<file path="config.mk">
export PLATFORM = sky130hd
export DESIGN_NAME = qbgp_ports
export DESIGN_NICKNAME = d
export VERILOG_FILES = /design/src/qbgp_pkg.sv /design/src/qbgp_ports.sv
export SDC_FILE = /design/constraint.sdc
export NUM_CORES = 1
export LEC_CHECK = 0
export BUFFER_PORTS_ARGS = -buffer_cell sky130_fd_sc_hd__buf_2
export CORE_MARGIN = 5
export CORE_UTILIZATION = 50
export CTS_BUF_LIST = sky130_fd_sc_hd__clkbuf_8 sky130_fd_sc_hd__clkbuf_16
export CTS_CLUSTER_SIZE = 12
export DETAILED_ROUTE_END_ITERATION = 12
export PLACE_DENSITY = 0.93
export SETUP_SLACK_MARGIN = 0.02
export SKIP_CTS_REPAIR_TIMING = 1
export SYNTH_ARGS = -nofsm -noshare
export SYNTH_HDL_FRONTEND = slang
export SYNTH_SLANG_ARGS = --single-unit
export TNS_END_PERCENT = 100
</file>
<file path="constraint.sdc">
create_clock -name sys_clk -period 6.07 [get_ports sys_clk]
set_input_delay 0.3035 -clock sys_clk [delete_from_list [all_inputs] [get_ports sys_clk]]
set_output_delay 0.3035 -clock sys_clk [all_outputs]
set_load 0.01 [all_outputs]
</file>
<file path="src/qbgp_pkg.sv">
// Package with register map, field layout and reset values for the quad-bit GPIO ports
package qbgp_pkg;
   localparam int QBGP_PINS = 4;
   localparam logic [7:0] QBGP_OFS_P8_LATCH = 8'h00;
   localparam logic [7:0] QBGP_OFS_P8_DIR = 8'h04;
   localparam logic [7:0] QBGP_OFS_P8_PULL = 8'h08;
   localparam logic [7:0] QBGP_OFS_PE_LATCH = 8'h0C;
   localparam logic [7:0] QBGP_OFS_PE_DIR = 8'h10;
   localparam logic [7:0] QBGP_OFS_PE_PULL = 8'h14;
   localparam logic [7:0] QBGP_OFS_CFG = 8'h18;
   localparam logic [7:0] QBGP_OFS_RMW_VIEW = 8'h20;
   localparam int QBGP_CFG_SPL_BIT = 0;
   localparam int QBGP_CFG_TRGSEL_BIT = 1;
   localparam logic [3:0] QBGP_RST_LATCH = 4'h0;
   localparam logic [3:0] QBGP_RST_DIR = 4'h0;
   localparam logic [3:0] QBGP_RST_PULL = 4'h0;
   localparam logic QBGP_RST_SPL = 1'b0;
   localparam logic QBGP_RST_TRGSEL = 1'b0;
   localparam logic [2:0] QBGP_IDX_P8_LATCH = 3'h0;
   localparam logic [2:0] QBGP_IDX_P8_DIR = 3'h1;
   localparam logic [2:0] QBGP_IDX_P8_PULL = 3'h2;
   localparam logic [2:0] QBGP_IDX_PE_LATCH = 3'h3;
   localparam logic [2:0] QBGP_IDX_PE_DIR = 3'h4;
   localparam logic [2:0] QBGP_IDX_PE_PULL = 3'h5;
   localparam logic [2:0] QBGP_IDX_CFG = 3'h6;
   localparam logic [2:0] QBGP_IDX_NONE = 3'h7;
endpackage

</file>
<file path="src/qbgp_ports.sv">
// Two 4-bit GPIO ports with AHB-Lite register access, standby forcing and peripheral routing
//
// Design decisions made here: the AHB-Lite interface to the registers and the address map.
`timescale 1ns/1ps
module qbgp_ports
   import qbgp_pkg::*;
#(
   parameter int NPINS = QBGP_PINS
) (
   input wire logic sys_clk,
   input wire logic resetn,
   input wire logic hsel,
   input wire logic [31:0] haddr,
   input wire logic [1:0] htrans,
   input wire logic hwrite,
   input wire logic [2:0] hsize,
   input wire logic [31:0] hwdata,
   input wire logic hready,
   output logic [31:0] hrdata,
   output logic hreadyout,
   output logic hresp,
   input wire logic standby_stop_watch,
   input wire logic ext_irq_ctrl_ch0_en,
   input wire logic irq_pin_select_ctrl_en,
   input wire logic [NPINS-1:0] porte_irq_en,
   input wire logic port1_pin3,
   input wire logic [NPINS-1:0] port8_pin_in,
   output logic [NPINS-1:0] port8_pin_out,
   output logic [NPINS-1:0] port8_pin_oe,
   output logic [NPINS-1:0] port8_pullup_on,
   input wire logic [NPINS-1:0] porte_pin_in,
   output logic [NPINS-1:0] porte_pin_out,
   output logic [NPINS-1:0] porte_pin_oe,
   output logic [NPINS-1:0] porte_pullup_on,
   output logic [NPINS-1:0] port8_in_path,
   output logic [NPINS-1:0] porte_in_path,
   output logic ext_irq_line_a,
   output logic ext_irq_line_b,
   output logic ext_irq_line_c,
   output logic ext_irq_line_d,
   output logic pwm_timer_trigger_in,
   output logic adc_trigger_in
);

   typedef struct packed {
      logic wr_pend;
      logic [2:0] wr_idx;
      logic [NPINS-1:0] p8_lat;
      logic [NPINS-1:0] p8_dir;
      logic [NPINS-1:0] p8_pul;
      logic [NPINS-1:0] pe_lat;
      logic [NPINS-1:0] pe_dir;
      logic [NPINS-1:0] pe_pul;
      logic standby_pin_state_bit;
      logic trgsel;
      logic [NPINS-1:0] rdata;
      logic ready;
      logic [NPINS-1:0] p8_out;
      logic [NPINS-1:0] p8_oe;
      logic [NPINS-1:0] p8_pu;
      logic [NPINS-1:0] pe_out;
      logic [NPINS-1:0] pe_oe;
      logic [NPINS-1:0] pe_pu;
      logic [NPINS-1:0] p8_in;
      logic [NPINS-1:0] pe_in;
      logic [NPINS-1:0] irq;
      logic trig;
   } qbgp_state_s;

   qbgp_state_s st_ff;
   qbgp_state_s nxt_st;

   // Byte offset to register index; the READ_MODIFY_WRITE_ACCESS view aliases all seven registers
   function automatic logic [2:0] reg_idx(input logic [7:0] ofs);
      logic [2:0] idx;
      idx = QBGP_IDX_NONE;
      unique case (ofs)
         QBGP_OFS_P8_LATCH: idx = QBGP_IDX_P8_LATCH;
         QBGP_OFS_P8_DIR: idx = QBGP_IDX_P8_DIR;
         QBGP_OFS_P8_PULL: idx = QBGP_IDX_P8_PULL;
         QBGP_OFS_PE_LATCH: idx = QBGP_IDX_PE_LATCH;
         QBGP_OFS_PE_DIR: idx = QBGP_IDX_PE_DIR;
         QBGP_OFS_PE_PULL: idx = QBGP_IDX_PE_PULL;
         QBGP_OFS_CFG: idx = QBGP_IDX_CFG;
         default: idx = QBGP_IDX_NONE;
      endcase
      return idx;
   endfunction

   // Normal reads mix latch and pin per direction bit; READ_MODIFY_WRITE_ACCESS reads see only the latch
   function automatic logic [NPINS-1:0] port_read(
      input logic read_modify_write_access,
      input logic [NPINS-1:0] dir,
      input logic [NPINS-1:0] lat,
      input logic [NPINS-1:0] pin
   );
      logic [NPINS-1:0] val;
      val = (dir & lat) | (~dir & pin);
      if (read_modify_write_access) begin
         val = lat;
      end
      return val;
   endfunction

   logic addr_phase;
   logic rmw_view;
   logic [2:0] aidx;
   logic force_hiz;
   logic [NPINS-1:0] p8_keep;
   logic [NPINS-1:0] p8_blk;
   logic [NPINS-1:0] pe_blk;

   assign addr_phase = hsel & hready & htrans[1];
   assign rmw_view = (haddr[7:0] & QBGP_OFS_RMW_VIEW) != 8'h00;
   assign aidx = reg_idx(haddr[7:0] & ~QBGP_OFS_RMW_VIEW);
   assign force_hiz = st_ff.standby_pin_state_bit & standby_stop_watch;
   assign p8_keep = {ext_irq_ctrl_ch0_en & irq_pin_select_ctrl_en, {(NPINS-1){1'b0}}};

   // Input path gating; blocked inputs sit low to avoid floating-input leakage
   assign p8_blk = (force_hiz ? p8_keep : {NPINS{1'b1}}) & port8_pin_in;
   assign pe_blk = (force_hiz ? porte_irq_en : {NPINS{1'b1}}) & porte_pin_in;

   // Next-state logic: bus decode, register writes, pin drive and routing
   always_comb begin
      nxt_st = st_ff;
      nxt_st.ready = 1'b1;
      nxt_st.wr_pend = addr_phase & hwrite;
      nxt_st.wr_idx = aidx;
      // Data phase write lands in low nibble only
      if (st_ff.wr_pend) begin
         unique case (st_ff.wr_idx)
            QBGP_IDX_P8_LATCH: nxt_st.p8_lat = hwdata[NPINS-1:0];
            QBGP_IDX_P8_DIR: nxt_st.p8_dir = hwdata[NPINS-1:0];
            QBGP_IDX_P8_PULL: nxt_st.p8_pul = hwdata[NPINS-1:0];
            QBGP_IDX_PE_LATCH: nxt_st.pe_lat = hwdata[NPINS-1:0];
            QBGP_IDX_PE_DIR: nxt_st.pe_dir = hwdata[NPINS-1:0];
            QBGP_IDX_PE_PULL: nxt_st.pe_pul = hwdata[NPINS-1:0];
            QBGP_IDX_CFG: begin
               nxt_st.standby_pin_state_bit = hwdata[QBGP_CFG_SPL_BIT];
               nxt_st.trgsel = hwdata[QBGP_CFG_TRGSEL_BIT];
            end
            default: nxt_st.standby_pin_state_bit = st_ff.standby_pin_state_bit;
         endcase
      end
      // Read data captured in the address phase so it stands in the data phase
      // Values come from nxt_st so a read right behind a write sees the new value
      if (addr_phase & ~hwrite) begin
         unique case (aidx)
            QBGP_IDX_P8_LATCH: nxt_st.rdata =
               port_read(rmw_view, nxt_st.p8_dir, nxt_st.p8_lat, p8_blk);
            QBGP_IDX_P8_DIR: nxt_st.rdata = nxt_st.p8_dir;
            QBGP_IDX_P8_PULL: nxt_st.rdata = nxt_st.p8_pul;
            QBGP_IDX_PE_LATCH: nxt_st.rdata =
               port_read(rmw_view, nxt_st.pe_dir, nxt_st.pe_lat, pe_blk);
            QBGP_IDX_PE_DIR: nxt_st.rdata = nxt_st.pe_dir;
            QBGP_IDX_PE_PULL: nxt_st.rdata = nxt_st.pe_pul;
            QBGP_IDX_CFG: nxt_st.rdata = {{(NPINS-2){1'b0}}, nxt_st.trgsel, nxt_st.standby_pin_state_bit};
            default: nxt_st.rdata = '0;
         endcase
      end
      // Pin drive from the next latch so a write reaches the pin with the store
      nxt_st.p8_out = nxt_st.p8_lat;
      nxt_st.pe_out = nxt_st.pe_lat;
      nxt_st.p8_oe = force_hiz ? '0 : nxt_st.p8_dir;
      nxt_st.pe_oe = force_hiz ? '0 : nxt_st.pe_dir;
      // Pull-up off while driving low, and off while the pin is forced
      nxt_st.p8_pu = force_hiz ? '0 : nxt_st.p8_pul & ~(nxt_st.p8_dir & ~nxt_st.p8_lat);
      nxt_st.pe_pu = force_hiz ? '0 : nxt_st.pe_pul & ~(nxt_st.pe_dir & ~nxt_st.pe_lat);
      nxt_st.p8_in = p8_blk;
      nxt_st.pe_in = pe_blk;
      nxt_st.irq = pe_blk;
      nxt_st.trig = st_ff.trgsel ? port1_pin3 : p8_blk[NPINS-1];
   end

   // State register
   always_ff @(posedge sys_clk or negedge resetn) begin
      if (!resetn) begin
         st_ff <= '0;
         st_ff.p8_lat <= QBGP_RST_LATCH;
         st_ff.pe_lat <= QBGP_RST_LATCH;
         st_ff.p8_dir <= QBGP_RST_DIR;
         st_ff.pe_dir <= QBGP_RST_DIR;
         st_ff.p8_pul <= QBGP_RST_PULL;
         st_ff.pe_pul <= QBGP_RST_PULL;
         st_ff.standby_pin_state_bit <= QBGP_RST_SPL;
         st_ff.trgsel <= QBGP_RST_TRGSEL;
      end else begin
         st_ff <= nxt_st;
      end
   end

   // Outputs straight from the state register, with hresp tied low
   assign hrdata = {{(32-NPINS){1'b0}}, st_ff.rdata};
   assign hreadyout = st_ff.ready;
   assign hresp = 1'b0;
   assign port8_pin_out = st_ff.p8_out;
   assign port8_pin_oe = st_ff.p8_oe;
   assign port8_pullup_on = st_ff.p8_pu;
   assign porte_pin_out = st_ff.pe_out;
   assign porte_pin_oe = st_ff.pe_oe;
   assign porte_pullup_on = st_ff.pe_pu;
   assign port8_in_path = st_ff.p8_in;
   assign porte_in_path = st_ff.pe_in;
   assign ext_irq_line_a = st_ff.irq[0];
   assign ext_irq_line_b = st_ff.irq[1];
   assign ext_irq_line_c = st_ff.irq[2];
   assign ext_irq_line_d = st_ff.irq[3];
   // Both triggers share one routed source
   assign pwm_timer_trigger_in = st_ff.trig;
   assign adc_trigger_in = st_ff.trig;
endmodule

</file>
# Word level (Yosys, flattened, before mapping)
# Cells that the tools add are included.
# op_classes
n_div	0
n_bitwise	25
mul	0
n_addsub	0
magnitude_cmp	0
shift	0
reduce_logical	3
n_eq_ne	18
muxes	20
# ops
op	n
two-way mux 4 bit	14
AND 4 bit	10
one-hot mux 4 bit (7 select lines)	1
two-way mux 26 bit	1
inverter 4 bit	6
equality test 7 x 5 -> 1 bit (second input constant)	3
one-hot mux 3 bit (7 select lines)	1
equality test 3 bit (second input constant)	6
equality test 7 x 4 -> 1 bit (second input constant)	2
equality test 3 x 2 -> 1 bit (second input constant)	4
zero test 8 bit	1
bitwise OR 4 bit	2
equality test 7 x 3 -> 1 bit (second input constant)	1
AND 1 bit	6
equality test 3 x 1 -> 1 bit (second input constant)	2
zero test 3 bit	2
two-way mux 1 bit	3
inverter 1 bit	1
# totals
mem_bits_rw	0
wordCells	85
mem_bits_ro	0
regBits	60
output_inout_bits	72
n_memories	0
latch_bits	0
inputBits	90

# Logic depth before layout (Yosys ltp)
# Gate-level depths: netlist of the first run.
# depth
word_depth	8
mapped_depth	9
depth_no_buf	7

# Least setup slack after synthesis of the first run
# OpenSTA, ideal clock, no wires.
# synth_path
kind	register -> register
start	reg st_ff[69] (netlist name)
end	reg st_ff, in the netlist hrdata[2]
t_required_ns	5.938
t_arrival_ns	1.873
path_slack_ns	4.065
stages_incl_launch_ff	10
synth_period_minus_slack_ns	2.005
path_cell_list	dfrtp_1 > buf_4 > nor4bb_4 > buf_6 > mux2i_1 > inv_2 > nor2_1 > mux2_1 > a21oi_1 > a22oi_1
# synth_lines
element	line_no	source
start: declaration	qbgp_ports.sv:70	qbgp_state_s st_ff;
start signal: assignment	qbgp_ports.sv:188	st_ff <= nxt_st;

==> impl_results.md, run 1 <==
* Setup TNS Final at 0 ns
* Post-route clock period utilization at roughly 40%
* Synth top area cells: dfrtp_1, buf_4, mux2i_1
* Combinational Power Share at just under 9%
* Yosys warns at 0
* Max Root-Sink Buffers at 2
* DRT iter0 DRCs at between 150 and 200
* Post-synthesis cell type count at between 50 and 60
* Die Y at 90.1 um
* Max capacitance violation total at 0
* Worst Hold Class: primary input to asynchronous set/reset pin
* Row cnt at 29
* Final count of negative-setup-slack endpoints at 0
* Boundary Pins at between 150 and 200
* Drt first pass iters at 4
* Area leader, netlist: dfrtp_1
* Reg2reg setup slack at between 3 and 4 ns
* Final wirelength at 6.78 mm
* Via count at ~2,100
* Layout cell share with drive strength beyond 1 at approximately a third
* Clock Sink Count at 60
* RSZ-0062 raised after global routing: no
* Final hold vios at 0
* Drt wl/cell at around 16 um
* Fill cells at between 500 and 600
* Leak at between 1.5 and 2 nW
* Pwr Total at 0.931 mW
* Worst Path Required at 6.28 ns
* EDFF count, synth at 0
* Startpoint Class: flip-flop
* Fin nets at approximately 420
* Chip width at ~90 um
* IO buf count at 76
* Num CTS Buffers at 9
* P_int at between 0.7 and 0.8 mW
* H-tree level count at 3
* Worst path arrival time at roughly 2.6 ns
* Number of global-route vias before repair at 2,095
* Asr flop ratio synth at between 90% and 100%
* Psw at between 0.2 and 0.25 mW
* Congestion Overflow GR at 0
* Largest net degree at the start of global routing at 61
* Skew final at roughly 0.0076 ns
* Register area share after synthesis at 46.8%
* Total Die Area at roughly 8000 sq um
* First-pass GRT wire length at about 11 mm
* Gr usage total at between 15 and 20%
* Synthesis-stage register bit count at 60
* CTS clk-pin slew, worst paths at about 0.070 ns
* CTS tree: yes
* Rel. slew slack at between 50 and 60%
* Max stage delay on crit path at roughly 0.63 ns
* CP cell instances: nor4bb_4, mux2i_1, inv_2, nor2_1, mux2_1, a21oi_1, a22oi_1
* Core Util, Final at roughly 55%
* Critical path's slowest cell: nor4bb_4
* Final count of pins violating max slew at 0
* Maximum clock rate at between 400 and 500 MHz
* Area Overhead vs Synth at 7.83%
* R2R cell count at 7
* Peak VDD IR at 0.152 mV
* Antenna-violating nets left at 0
* Root Buffer: clkbuf_8
* CP Capture Type: flip-flop
* Syn Area/Cell at 10.9 sq um
* Share of power burned in registers at about 45%
* Switching fraction of total power at a little under a quarter
* Syn Inst Count at 294
* Vias per inst at around 5.2
* Initial antenna violation count at 0
* Status: complete, no violations
* Crit-path max FO at 9
* Post-route DRC at 0
* Top-area cell type share of the netlist area at a little under half
* Synth Flop Type: dfrtp_1
* Clk pwr share at between 40 and 50%
* Core area at 6310 sq um
* Clk Latency, worst-skew pair at between 0.3 and 0.4 ns
* Fin crit period at approximately 2.4 ns
* Starting Density at roughly 51%
* Mapped cell area at roughly 3200 sq um
* Reg2reg end: hrdata[2]
* Cell family with most CP delay: simple AND/OR/NAND/NOR gates
* Reg-to-reg critical path startpoint: st_ff[69]
* Ant. Diodes at 0
* Setup CP Type: flip-flop to flip-flop
* Post-DP HPWL at 4.85 mm
* PD cells at ~270 nW/um^2
* Actual slew at the worst max-slew pin at 0.743 ns
* Gpl congestion at 0.964
* Buffer and inverter count on the worst path at 1
[synthesized netlist by cell type, types with 2 or more instances]
cell / n
a21oi_1: 6
nand3b_1: 2
conb_1: 2
o31a_1: 3
o21ai_0: 6
and4bb_2: 2
and2_1: 10
a22oi_1: 3
mux2_2: 13
a32oi_1: 3
buf_6: 4
nand4b_1: 4
a211oi_1: 5
mux2i_1: 15
o21a_1: 4
nor2_1: 10
dfrtp_1: 60
nand2_1: 13
inv_1: 19
nor3_1: 3
a31oi_1: 2
buf_2: 2
clkbuf_1: 5
a21boi_0: 2
buf_4: 67
[cell usage in the layout, fill, tap and decap left out, drive strengths merged, types with 3 or more instances in the layout]
cell	netlist	routed
buf	73	77
bufinv	0	3
nor3	4	4
a211oi	5	5
a32oi	3	3
nand2	13	13
dfrtp	60	60
mux2i	15	15
nand4b	4	4
o21ai	7	7
and2	10	10
clkbuf	5	9
a21oi	6	6
nor2	11	11
o31a	3	3
mux2	15	15
inv	20	20
o21a	4	4
conb	2	30
a21boi	3	3
a22oi	3	3
[metal layers]
metal,routed length [um],track usage (%)
met1,2740,20.8
met2,3230,26.5
met3,673,6.26
met4,134,6.45
met5,0,0
[power by group through the flow]
stage	combinational [mW]	sequential, mW	clock, mW
after floorplan	0.0687	0.425	0
after global placement	0.0820	0.424	0
after detailed placement	0.0835	0.425	0
after CTS	0.0838	0.417	0.439
after global routing	0.0926	0.419	0.458
final	0.0832	0.418	0.430
[layout make-up]
class	count	area (sq um)	share of cell area (%)
repair buffers	77	388	11.2
inverters	20	75.1	2.17
clock buffers	9	124	3.58
flip-flops and latches	60	1500	43.4
clock inverters	7	115	3.32
well taps	77	96.3	2.78
multi-input cells	164	1160	33.6
[sequential cells by signal, summed over array words and instances (netlist names)]
signal / flops
ext_irq_line_a: 1
port8_pin_out: 4
porte_pullup_on: 4
port8_in_path: 4
ext_irq_line_d: 1
porte_pin_out: 4
port8_pin_oe: 4
hreadyout: 1
port8_pullup_on: 4
hrdata: 4
ext_irq_line_b: 1
porte_pin_oe: 4
ext_irq_line_c: 1
adc_trigger_in: 1
st_ff: 22
[metrics by stage]
| step | instances | worst slack, ns | cell area (sq um) | hold WS (ns) |
|---|---|---|---|---|
| after floorplan | 322 | 4.06 | 3320 | 0.00791 |
| after global placement | 398 | 3.76 | 3220 | 0.486 |
| after detailed placement | 398 | 3.66 | 3220 | 0.499 |
| after CTS | 414 | 3.64 | 3460 | 0.131 |
| after global routing | 414 | 3.52 | 3460 | 0.190 |
| final | 414 | 3.64 | 3460 | 0.120 |
[worst max-delay path by stage]
| stage | to | cells past startpoint | start | slack (ns) |
|---|---|---|---|---|
| after floorplan | hrdata[2] | 9 | st_ff[69] | 4.06 |
| after global placement | hrdata[2] | 7 | st_ff[69] | 3.76 |
| after detailed placement | hrdata[2] | 7 | st_ff[69] | 3.66 |
| after CTS | hrdata[2] | 7 | st_ff[69] | 3.64 |
| after global routing | hrdata[2] | 7 | st_ff[71] | 3.52 |
| final | hrdata[2] | 7 | st_ff[69] | 3.64 |
[cell families after synthesis]
kind of cell / after synthesis / synth area share, %
xor+xnor: 2 / 0.546
mux: 30 / 10.1
compound gates: 46 / 10.3
simple gates: 56 / 11.8
buf+inv: 98 / 20.3
flops: 60 / 46.8
other cells: 2 / 0.234
(Power assumes the default switching activity.)
==> run 2, diff against run 1 <==
--- a/config.mk
+++ b/config.mk
@@ -7,11 +7,11 @@
 export LEC_CHECK = 0
 export BUFFER_PORTS_ARGS = -buffer_cell sky130_fd_sc_hd__buf_2
 export CORE_MARGIN = 5
-export CORE_UTILIZATION = 50
+export CORE_UTILIZATION = 42
 export CTS_BUF_LIST = sky130_fd_sc_hd__clkbuf_8 sky130_fd_sc_hd__clkbuf_16
 export CTS_CLUSTER_SIZE = 12
 export DETAILED_ROUTE_END_ITERATION = 12
-export PLACE_DENSITY = 0.93
+export PLACE_DENSITY = 0.84
 export SETUP_SLACK_MARGIN = 0.02
 export SKIP_CTS_REPAIR_TIMING = 1
 export SYNTH_ARGS = -nofsm -noshare
==> constraint.sdc (replaced) <==
create_clock -name sys_clk -period 2.2 [get_ports sys_clk]
set_input_delay 0.11 -clock sys_clk [delete_from_list [all_inputs] [get_ports sys_clk]]
set_output_delay 0.11 -clock sys_clk [all_outputs]
set_load 0.01 [all_outputs]
==> run 2 against run 1 <==
  * The run now ends with hold timing left
  * Clock power rose by 130%
  * Fmax rose by 16%
  * Non-clock buffer count increased by 20
  * Register-to-register slack got worse by 3.5 ns
  * Total power increased to 2.6 times the previous value
  * Hold slack got worse by 0.12 ns
  * Count of clock-buffer cells in the layout is 2 higher
  * Core utilization shrank 4.7 points
  * Via count increased by 5.2%
  * Largest cell class unchanged
==> impl_results.md, run 2 (synthesis results as in run 1) <==
* R2R cell count at 8
* Fin crit period at approximately 2.1 ns
* Critical path's slowest cell: dfrtp_2
* Max reg flops at 22
* Chip width at slightly below 100 um
* Worst path arrival time at 2.30 ns
* Min-Delay Endpoint: adc_trigger_in
* Startpoint Class: flip-flop
* Reg2reg setup slack at about 0.11 ns
* Maximum clock rate at 477 MHz
* Die Y at just under 100 um
* Post-route DRC at 0
* CP cell instances: nor4bb_4, buf_6, mux2i_2, inv_2, nor2_1, mux2_1, a21oi_1, a22oi_1
* Ant. Diodes at 0
* Design area at roughly 3700 sq um
* Gr usage total at roughly 16%
* Final wirelength at roughly 7.3 mm
* Rel. slew slack at 55.8%
* Layout cell share with drive strength beyond 1 at ~40%
* Fin nets at 442
* Status: finished with violations
* Max stage delay on crit path at approximately 0.45 ns
* First-pass GRT wire length at between 10 and 15 mm
* Reg2reg end: hrdata[2]
* Row cnt at 31
* WHS at -0.000347 ns
* Hold path start: port1_pin3
* Skew final at 0.0129 ns
* DRT iter0 DRCs at 92
* Final hold vios at 1
* Final worst slack at ~0.11 ns
* Drt wl/cell at 16.1 um
* CTS clk-pin slew, worst paths at around 0.070 ns
* Worst Path Required at between 2 and 2.5 ns
* Boundary Pins at approximately 160
* Leak at 1.89 nW
* Setup CP Type: flip-flop to flip-flop
* Post-route clock period utilization at between 90% and 100%
* Crit-path max FO at 5
* Clk Latency, worst-skew pair at ~0.34 ns
* Buffer and inverter count on the worst path at 2
* Final count of negative-setup-slack endpoints at 0
* Core Util, Final at around half
* Core area at roughly 7300 sq um
* Place WS at between 0.07 and 0.08 ns
* DP Area at roughly 3400 sq um
* Congestion Overflow GR at 0
* Number of global-route vias before repair at about 2,200
* Post-DP HPWL at between 5 and 6 mm
* Final count of pins violating max slew at 0
* CP Capture Type: flip-flop
* Worst Hold Class: primary input to flip-flop
* Crit path depth at 8
* Hold Path Stages at 2
* Vias per inst at about 4.9
* Cell family with most CP delay: multiplexers
* Drt first pass iters at 4
* Initial antenna violation count at 0
* Starting Density at between 40 and 50%
* Failing checks: hold timing
* RSZ-0062 raised after global routing: yes
* Max capacitance violation total at 0
* Top reg by flops: st_ff
* Area Overhead vs Synth at 14.5%
* Peak VDD IR at around 0.3 mV
* Root Buffer: clkbuf_8
* Fill cells at 650
* Antenna-violating nets left at 0
* Total Die Area at 9490 sq um
* Most common cell after layout, fill and taps aside: buf_2
* Setup crit start: st_ff[70]
* CTS tree: yes
* Gpl congestion at 0.908
* Num CTS Buffers at 9
* Actual slew at the worst max-slew pin at between 0.6 and 0.7 ns
* Commonest non-fill, non-tap cells in the layout: buf_2, dfrtp_1, conb_1, inv_1, buf_4
* Reg-to-reg critical path startpoint: st_ff[70]
* IO buf count at between 70 and 80
* Via count at about 2,200
* Max Root-Sink Buffers at 2
* H-tree level count at 3
* Setup TNS Final at 0 ns
* Largest net degree at the start of global routing at 35
* PD cells at roughly 650 nW/um^2
* Clock Sink Count at 60
[run 2: power breakdown]
part | switching [mW] | internal [mW] | total [mW]
logic | 0.155 | 0.0919 | 0.247
clock network | 0.419 | 0.576 | 0.996
registers | 0.0140 | 1.14 | 1.15
total | 0.588 | 1.81 | 2.39
[run 2: area by class of cell]
cell class / count / area, sq um / area share (%)
Sequential cell: 60 / 1500 / 40.9
Clock buffer: 11 / 151 / 4.12
Inverter: 20 / 75.1 / 2.04
Clock inverter: 5 / 51.3 / 1.40
Multi-Input combinational cell: 164 / 1200 / 32.7
Tap cell: 99 / 124 / 3.37
Timing Repair Buffer: 97 / 569 / 15.5
[run 2: per-layer routing]
layer	track usage (%)	wire length [um]
met1	20.1	3140
met2	24.4	3430
met3	4.38	624
met4	7.03	144
met5	0	0
[run 2: stage by stage]
stage | hold WS [ns] | cells | power, mW
2_1_floorplan | -0.186 | 322 | 1.36
3_3_place_gp | 0.166 | 435 | 1.41
3_5_place_dp | 0.174 | 435 | 1.41
4_1_cts | -0.197 | 451 | 2.41
5_1_grt | 0.00227 | 456 | 2.50
6_report | -0.000347 | 456 | 2.39
[run 2: worst max-delay path by stage]
| stage | slack (ns) | to |
|---|---|---|
| finish | 0.11 | hrdata[2] |
| CTS | -0.004 | hrdata[1] |
| global placement | 0.13 | hrdata[1] |
| detailed placement | 0.08 | hrdata[2] |
| global route | -0.02 | hrdata[2] |
| floorplan | 0.19 | hrdata[2] |
[run 2: worst reg2reg max path, delay by kind of cell (launching register included)]
family	cells	cell delay (ns)
AOI/OAI and AO/OA	2	0.25
buffers and inverters	2	0.24
DFF	1	0.45
muxes	2	0.60
and+or+nand+nor	2	0.41
